`src/core/bert_pkg.sv`:
```
// Shared constants and carrier types for the bit error tester auxiliary I/O block.
// Assumes a Wishbone classic slave with 32-bit data and byte addresses.
package bert_pkg;
    // Register byte offsets
    localparam logic [7:0] REG_CTRL = 8'h00;
    localparam logic [7:0] REG_DIV = 8'h04;
    localparam logic [7:0] REG_DELAY = 8'h08;
    localparam logic [7:0] REG_STATUS = 8'h0C;
    localparam logic [7:0] REG_MASK = 8'h10;
    localparam logic [7:0] REG_ERRCNT = 8'h14;

    // Control register fields
    localparam int CTRL_INVERT = 0;
    localparam int CTRL_EXTERNAL_FAULT_INSERT_MODE = 1;
    localparam int CTRL_EXT_REF = 2;

    // Delay register fields
    localparam int DLY_DATA_LSB = 0;
    localparam int DLY_REF_LSB = 8;
    localparam int DLY_W = 4;

    // Status and mask bit positions
    localparam int EV_ERROR = 0;
    localparam int EV_RX_SYNC = 1;
    localparam int EV_INJECT = 2;
    localparam int EV_W = 3;

    // Reset values
    localparam logic [15:0] DIV_RESET = 16'h0001;
    localparam logic [EV_W-1:0] MASK_RESET = 3'h0;

    // Pattern generator
    localparam int PRBS_W = 7;

    // Generator pins toward the device under test
    typedef struct packed {
        logic data;
        logic data_n;
        logic clk;
        logic clk_n;
        logic phase_a;
        logic phase_b;
        logic clk_div2;
        logic clk_div4;
        logic frame_sync;
    } tx_pins_t;

    // Analyzer monitor and error pins
    typedef struct packed {
        logic mon_clk;
        logic mon_data;
        logic frame_sync;
        logic per_mismatch_pulse_out;
    } rx_pins_t;
endpackage : bert_pkg

```
`src/core/bert_aux_io.sv`:
```
// Generator and analyzer auxiliary signal logic with a Wishbone classic register slave.
// Assumes all pin inputs are asynchronous to clk_i; link clock is sampled and edge detected.
//
// The Wishbone interface to the registers and the register offsets were left to the implementer.
`timescale 1ns/10ps
module bert_aux_io
    import bert_pkg::*;
#(
    parameter int DLY_DEPTH = 16
) (
    input wire logic clk_i,
    input wire logic rst_i,
    // Wishbone classic slave
    input wire logic cyc_i,
    input wire logic stb_i,
    input wire logic we_i,
    input wire logic [7:0] adr_i,
    input wire logic [3:0] sel_i,
    input wire logic [31:0] dat_i,
    output logic [31:0] dat_o,
    output logic ack_o,
    output logic irq_o,
    // Generator pins
    input wire logic fault_inject_i,
    input wire logic data_inhibit_i,
    output tx_pins_t tx_o,
    // Analyzer pins
    input wire logic rx_clk_i,
    input wire logic rx_data_i,
    input wire logic rx_ref_i,
    input wire logic error_inhibit_i,
    output rx_pins_t rx_o
);
    typedef struct packed {
        logic ack;
        logic [31:0] rdata;
        logic invert;
        logic external_fault_insert_mode;
        logic ext_ref;
        logic [15:0] div;
        logic [DLY_W-1:0] ddly;
        logic [DLY_W-1:0] rdly;
        logic [EV_W-1:0] status;
        logic [EV_W-1:0] mask;
        logic [31:0] errcnt;
        logic [15:0] divcnt;
        logic tx_clk;
        logic clk2;
        logic clk4;
        logic parity;
        logic inj_pend;
        tx_pins_t tx;
        logic [1:0] inj_s;
        logic inj_prev;
        logic [1:0] dinh_s;
        logic [1:0] einh_s;
        logic [1:0] rclk_s;
        logic [1:0] rdat_s;
        logic [1:0] rref_s;
        logic rclk_prev;
        logic [DLY_DEPTH-1:0] dline;
        logic [DLY_DEPTH-1:0] rline;
        rx_pins_t rx;
    } st_t;

    st_t st;
    st_t next_st;

    logic gen_bit;
    logic gen_frame;
    logic rx_pred;
    logic rx_frame;
    logic rx_edge;
    logic half_en;
    logic bit_en;
    logic rx_bit;
    logic ref_bit;
    logic mismatch;
    logic wb_req;

    // Byte-lane merge of a write into a register word
    function automatic logic [31:0] lane_merge(input logic [31:0] old, input logic [31:0] wd,
                                               input logic [3:0] sel);
        logic [31:0] res;
        res = old;
        for (int i = 0; i < 4; i++) begin
            if (sel[i]) begin
                res[i*8 +: 8] = wd[i*8 +: 8];
            end
        end
        return res;
    endfunction : lane_merge

    // Data advances when the test clock falls, so each bit is centred on the rising edge
    assign half_en = (st.divcnt == 16'h0000);
    assign bit_en = half_en && st.tx_clk;
    assign rx_edge = st.rclk_s[1] && !st.rclk_prev;
    assign rx_bit = st.dline[st.ddly];
    assign ref_bit = st.rline[st.rdly];
    assign mismatch = rx_bit != (st.ext_ref ? ref_bit : rx_pred);
    assign wb_req = cyc_i && stb_i && !st.ack;

    prbs_lfsr #(
        .W(PRBS_W)
    ) u_gen_lfsr (
        .clk_i(clk_i),
        .rst_i(rst_i),
        .step_i(bit_en),
        .use_in_i(1'b0),
        .shift_in_i(1'b0),
        .bit_o(gen_bit),
        .frame_o(gen_frame)
    );

    // Received bits feed the reference register so it locks to the incoming pattern
    prbs_lfsr #(
        .W(PRBS_W)
    ) u_rx_lfsr (
        .clk_i(clk_i),
        .rst_i(rst_i),
        .step_i(rx_edge),
        .use_in_i(1'b1),
        .shift_in_i(rx_bit),
        .bit_o(rx_pred),
        .frame_o(rx_frame)
    );

    always_comb begin
        logic [EV_W-1:0] ev_set;
        logic [EV_W-1:0] ev_clr;
        logic [31:0] wval;
        logic flip;
        logic dbit;
        ev_set = '0;
        ev_clr = '0;
        wval = 32'h0000_0000;
        flip = 1'b0;
        dbit = 1'b0;
        next_st = st;

        // Two-stage synchronisers for every pin input
        next_st.inj_s = {st.inj_s[0], fault_inject_i};
        next_st.dinh_s = {st.dinh_s[0], data_inhibit_i};
        next_st.einh_s = {st.einh_s[0], error_inhibit_i};
        next_st.rclk_s = {st.rclk_s[0], rx_clk_i};
        next_st.rdat_s = {st.rdat_s[0], rx_data_i};
        next_st.rref_s = {st.rref_s[0], rx_ref_i};
        next_st.inj_prev = st.inj_s[1];
        next_st.rclk_prev = st.rclk_s[1];

        // Generator bit-rate divider
        next_st.divcnt = half_en ? ((st.div == 16'h0000) ? 16'h0000 : st.div - 16'h0001)
                                 : st.divcnt - 16'h0001;
        if (half_en) begin
            next_st.tx_clk = !st.tx_clk;
        end

        // Inject edge is remembered until the next bit boundary; a new edge wins over the clear
        if (bit_en && st.inj_pend) begin
            next_st.inj_pend = 1'b0;
        end
        if (st.inj_s[1] && !st.inj_prev && st.external_fault_insert_mode) begin
            next_st.inj_pend = 1'b1;
        end

        if (bit_en) begin
            flip = st.inj_pend;
            ev_set[EV_INJECT] = st.inj_pend;
            dbit = gen_bit ^ st.invert ^ flip;
            next_st.tx.data = dbit;
            next_st.tx.data_n = !dbit;
            next_st.parity = !st.parity;
            if (!st.parity) begin
                next_st.tx.phase_a = dbit;
            end else begin
                next_st.tx.phase_b = dbit;
            end
            next_st.clk2 = !st.clk2;
            if (st.clk2) begin
                next_st.clk4 = !st.clk4;
            end
            next_st.tx.frame_sync = gen_frame;
        end
        // Inhibit holds every data output low for as long as it stands
        if (st.dinh_s[1]) begin
            next_st.tx.data = 1'b0;
            next_st.tx.data_n = 1'b0;
            next_st.tx.phase_a = 1'b0;
            next_st.tx.phase_b = 1'b0;
        end
        next_st.tx.clk = st.tx_clk;
        next_st.tx.clk_n = !st.tx_clk;
        next_st.tx.clk_div2 = st.clk2;
        next_st.tx.clk_div4 = st.clk4;

        // Analyzer delay lines, one tap per system clock
        next_st.dline = {st.dline[DLY_DEPTH-2:0], st.rdat_s[1]};
        next_st.rline = {st.rline[DLY_DEPTH-2:0], st.rref_s[1]};
        next_st.rx.mon_clk = st.rclk_s[1];
        next_st.rx.per_mismatch_pulse_out = 1'b0;
        next_st.rx.frame_sync = 1'b0;
        if (rx_edge) begin
            next_st.rx.mon_data = rx_bit;
            next_st.rx.frame_sync = rx_frame;
            ev_set[EV_RX_SYNC] = rx_frame;
            if (mismatch && !st.einh_s[1]) begin
                next_st.rx.per_mismatch_pulse_out = 1'b1;
                next_st.errcnt = st.errcnt + 32'h0000_0001;
                ev_set[EV_ERROR] = 1'b1;
            end
        end

        // Wishbone slave: answer one cycle after the request
        next_st.ack = wb_req;
        if (wb_req) begin
            next_st.rdata = 32'h0000_0000;
            unique case (adr_i)
                REG_CTRL: begin
                    next_st.rdata[CTRL_INVERT] = st.invert;
                    next_st.rdata[CTRL_EXTERNAL_FAULT_INSERT_MODE] = st.external_fault_insert_mode;
                    next_st.rdata[CTRL_EXT_REF] = st.ext_ref;
                    if (we_i) begin
                        wval = lane_merge(next_st.rdata, dat_i, sel_i);
                        next_st.invert = wval[CTRL_INVERT];
                        next_st.external_fault_insert_mode = wval[CTRL_EXTERNAL_FAULT_INSERT_MODE];
                        next_st.ext_ref = wval[CTRL_EXT_REF];
                    end
                end
                REG_DIV: begin
                    next_st.rdata[15:0] = st.div;
                    if (we_i) begin
                        wval = lane_merge({16'h0000, st.div}, dat_i, sel_i);
                        next_st.div = wval[15:0];
                    end
                end
                REG_DELAY: begin
                    next_st.rdata[DLY_DATA_LSB +: DLY_W] = st.ddly;
                    next_st.rdata[DLY_REF_LSB +: DLY_W] = st.rdly;
                    if (we_i) begin
                        wval = lane_merge(next_st.rdata, dat_i, sel_i);
                        next_st.ddly = wval[DLY_DATA_LSB +: DLY_W];
                        next_st.rdly = wval[DLY_REF_LSB +: DLY_W];
                    end
                end
                REG_STATUS: begin
                    next_st.rdata[EV_W-1:0] = st.status;
                    if (!we_i) begin
                        ev_clr = st.status;
                    end
                end
                REG_MASK: begin
                    next_st.rdata[EV_W-1:0] = st.mask;
                    if (we_i) begin
                        wval = lane_merge({29'h0000_0000, st.mask}, dat_i, sel_i);
                        next_st.mask = wval[EV_W-1:0];
                    end
                end
                REG_ERRCNT: begin
                    next_st.rdata = st.errcnt;
                    // An error counted in the clearing cycle survives the clear
                    if (we_i) begin
                        next_st.errcnt = {31'h0000_0000, ev_set[EV_ERROR]};
                    end
                end
                default: begin
                    next_st.rdata = 32'h0000_0000;
                end
            endcase
        end
        // Events arriving during a clearing read stay set
        next_st.status = (st.status & ~ev_clr) | ev_set;
    end

    always_ff @(posedge clk_i) begin
        if (rst_i) begin
            st <= '0;
            st.div <= DIV_RESET;
            st.mask <= MASK_RESET;
        end else begin
            st <= next_st;
        end
    end

    assign dat_o = st.rdata;
    assign ack_o = st.ack;
    assign irq_o = |(st.status & st.mask);
    assign tx_o = st.tx;
    assign rx_o = st.rx;
endmodule : bert_aux_io

```
`src/core/prbs_lfsr.sv`:
```
// Linear feedback shift register used as pattern source and as self-synchronising reference.
// Assumes step_i is a one-cycle enable on clk_i.
`timescale 1ns/10ps
module prbs_lfsr
    import bert_pkg::*;
#(
    parameter int W = PRBS_W
) (
    input wire logic clk_i,
    input wire logic rst_i,
    input wire logic step_i,
    input wire logic use_in_i,
    input wire logic shift_in_i,
    output logic bit_o,
    output logic frame_o
);
    typedef struct packed {
        logic [W-1:0] sr;
    } lfsr_st_t;

    lfsr_st_t st;
    lfsr_st_t next_st;

    assign bit_o = st.sr[W-1] ^ st.sr[W-2];
    // All-ones marks the first bit of a frame
    assign frame_o = &st.sr;

    always_comb begin
        next_st = st;
        if (step_i) begin
            next_st.sr = {st.sr[W-2:0], use_in_i ? shift_in_i : bit_o};
        end
    end

    always_ff @(posedge clk_i) begin
        if (rst_i) begin
            st.sr <= '1;
        end else begin
            st <= next_st;
        end
    end
endmodule : prbs_lfsr

```
`config.mk`:
```
export PLATFORM = sky130hd
export DESIGN_NAME = bert_aux_io
export DESIGN_NICKNAME = d
export VERILOG_FILES = /design/src/core/bert_pkg.sv /design/src/core/bert_aux_io.sv /design/src/core/prbs_lfsr.sv
export SDC_FILE = /design/constraint.sdc
export NUM_CORES = 1
export LEC_CHECK = 0
export ABC_AREA = 1
export BUFFER_PORTS_ARGS = -buffer_cell sky130_fd_sc_hd__buf_2
export CAP_MARGIN = 15
export CORE_MARGIN = 5
export CORE_UTILIZATION = 40
export DETAILED_ROUTE_END_ITERATION = 8
export PLACE_DENSITY_LB_ADDON = 0.3
export RECOVER_POWER = 50
export SLEW_MARGIN = 10
export SYNTH_ARGS = -nofsm -noshare
export SYNTH_HDL_FRONTEND = slang
export SYNTH_SLANG_ARGS = --single-unit
```
`constraint.sdc`:
```
create_clock -name clk_i -period 1.7 [get_ports clk_i]
set_input_delay 0.17 -clock clk_i [delete_from_list [all_inputs] [get_ports clk_i]]
set_output_delay 0.17 -clock clk_i [all_outputs]
set_load 0.01 [all_outputs]
```
==> flow_summary.toml <==
[setup_path]
cp_max_fo = 6
arrival_ns = 2.18
reg2reg_slack_ns = -0.14
crit_chain = "buf_6 > nand2_4 > nand3_2 > nand3_2 > nand3_2 > nand2_2 > inv_2 > nand3_4 > nand2_8 > buf_12 > nand2_8 > nor2_4 > nand2_1 > nand2_1 > nor2_1"
cp_slowest_cell = "dfxtp_4"
reg2reg_from = "st[122]"
cp_common_cell = "nand3_2"
cp-end-kind = "flop"
reg2reg_depth = 15
start_kind = "flop"
required_ns = 2.04
crit_path_start = "st[122]"
path_class = "reg2reg"
r2r_end = "st[94]"
slowest_delay_ns = 0.42

[yosys]
ys_ff_latch = 191
synth_xor_area_share_pct = 2.399
synth-main-ff-cell = "dfxtp_1"
synth_mux_area_share_pct = 0
synth_largest_area_cell = "dfxtp_1"
synth_top_family_by_area = "simple AND/OR/NAND/NOR gates"
synth_compound_area_share_pct = 12.84
yosys.area_share.simple_pct = 26.75
ys_warn_count = 0
async_flop_share_pct = 0
synth_cells = 1217
synth_enable_flop_cells = 0
synth.area.top_cells = "dfxtp_1 (44%), nand2_1 (9.5%), inv_1 (7.2%)"
yosysSeqAreaShare_pct = 43.64
synth_area_sq_um = 8761
synth.top_cell.area_share_pct = 43.64
synthAdderAreaFrac_pct = 0.5713
syn_nets = 1276
synth.distinct_cells = 52
avgSynthCellArea_sq_um = 7.199

[hold_path]
worstHoldStart = "dat_i[0]"
hold_depth = 3
worstHoldEndpoint = "st[126]"
worst_hold_path_type = "in2reg"

[global_route]
antenna_found_initial = 0
grt_usage_pct = 18.72
grt_max_degree = 65
grt_pass1_vias = 7785
grtUsageMet3_pct = 3.390
overflow = 0
globalRouteMet2Util_pct = 30.91
grt_pass1_wl_microns = 37400
busiest_layer = "met2"
met1_usage_pct = 24.78

[sta]
setup_violations = 41
fin_crit_sh_pct = 108.2
hold_violations = 0
setup-tns-final_ns = -2.006
clock_skew_ns = 0.01058
period_needed_ns = 1.840
rsz0062_at_grt = "true"
relSlewSlack_pct = 12.42
maxClockFrequency_ghz = 0.5436
fin_ws_ns = -0.1396
slew_violations = 0
tightest_slew_ns = 1.314
whs_ns = 0.02896

[clocking]
clk_pin_slew_worst_paths_ns = 0.08
htreeDepth = 4
clock-root-buffer = "clkbuf_16"
clk_latency_ns = 0.44
tritoncts = "yes"
cts_sinks = 191
max-clock-path-buffers = 2
numCtsBuffers = 17

[cells_and_area]
utilization_pct = 52.90
seq_area_sq_um = 3846
mostFrequentLayoutCell = "nand2_1"
multi_input_area_sq_um = 4511
area_growth_pct = 30.95
nNetsFinal = 1420
fillers = 2041
drive_above_1_share_pct = 28.17
diodes = 0
layout_common_cells = "nand2_1 (185), dfxtp_1 (181), inv_1 (157)"

[drt]
wl_microns = 23850
num_vias = 8160
remaining_drc_errors = 0
drtAntennaViolNets = 0
avgViaCountPerCell = 4.933
drtPass1Iterations = 7
drt-initial-drc-count = 602
avgRoutedWirePerCell_microns = 14.42

[placed_design]
hpwl_microns = 16760
place_congestion = 0.9082
port_buffers = 83

[die]
die-width_microns = 158.0
initial_core_util_pct = 40.39
die-area_sq_um = 24960
rows = 54
pin_count = 102
core_area_sq_um = 21690
fp.dieH_microns = 158.0

[pwr]
powerDensity_nw_per_um2 = 993.9
peakVddDrop_mv = 0.5705
leakage_nw = 4.698

[flow_run]
drv_cap = 0

[outcome]
violations = "negative setup slack"
status = "finished with violations"
==> sequential cells by signal, summed over array words and instances, names as in the netlist <==
signal,cells
next_st,43
u_rx_lfsr.st,7
tx_o,9
u_gen_lfsr.st,7
dat_o,32
st,88
rx_o,4
ack_o,1
==> how the worst max path moves through the flow <==
stage	end	slack [ns]
after floorplan	st[104]	0.01
final	st[94]	-0.14
after detailed placement	st[94]	-0.20
after global placement	st[85]	-0.12
after global routing	st[94]	-0.25
after CTS	st[101]	-0.11
==> area by class of cell <==
class	instances	area share (%)
Timing Repair Buffer	210	13.20
Inverter	173	5.791
Sequential cell	191	33.53
Clock buffer	17	3.708
Tap cell	280	3.054
Clock inverter	15	1.407
Multi-Input combinational cell	768	39.32
==> critical path, delay by kind of cell (launching register included) <==
family	cells	cell delay [ns]
buffers and inverters	3	0.36
flip-flops	1	0.42
AND/OR/NAND/NOR	12	0.94
==> power breakdown <==
| part | leakage [nW] | internal (W) | switching, W |
|---|---|---|---|
| Sequential | 1.55 | 0.00469 | 0.000172 |
| Clock | 0.282 | 0.00198 | 0.00200 |
| Combinational | 2.86 | 0.00119 | 0.00138 |
==> repair_timing <==
item	in CTS	in global routing
setup endpoints to repair	47	71
setup buffers	10	16
endpoints found under the hold margin	8	0
gates resized for setup	82	158
cloned	3	1
pin swaps	41	71
hold buffers	8	0
==> cell usage after synthesis, types with 2 or more instances <==
master	count
a211oi_1	4
a21oi_1	84
a21oi_2	2
a22o_1	2
a31oi_1	3
buf_1	2
buf_2	8
buf_4	47
buf_6	6
clkbuf_1	23
clkinv_1	2
dfxtp_1	191
ha_1	4
inv_1	167
inv_2	2
inv_4	2
nand2_1	222
nand2_2	5
nand3_1	68
nand3_2	3
nand4_1	25
nor2_1	153
nor2_2	9
nor2_4	2
nor3_1	30
nor3_2	4
nor4_1	4
o211ai_1	3
o21ai_0	78
o21ai_1	6
o22ai_1	10
o31ai_1	2
or2_2	3
xnor2_1	5
xor2_1	19
==> per-stage QoR <==
step	area, sq um	setup slack [ns]	power, W	instances
2_1_floorplan	8761	0.01090	0.006167	1217
3_3_place_gp	9806	-0.1239	0.006734	1591
3_5_place_dp	9806	-0.1954	0.006760	1591
4_1_cts	10890	-0.1084	0.01115	1643
5_1_grt	11470	-0.2546	0.01194	1654
6_report	11470	-0.1396	0.01140	1654
==> kinds of logic after synthesis <==
family,after synthesis
AOI/OAI and AO/OA,204
buffers and inverters,259
xor gates and xnor gates,24
adders and majority gates,4
DFF,191
and+or+nand+nor,535
==> layer usage <==
layer | wire (microns) | share of wire [%] | vias to the layer above
met5 | 0 | 0 | -
met4 | 580 | 2.4 | 0
met3 | 933 | 3.9 | 43
met2 | 11220 | 47 | 183
met1 | 11110 | 47 | 3782
li1 | - | - | 4152
No activity file was read; power rests on OpenSTA's default activity.
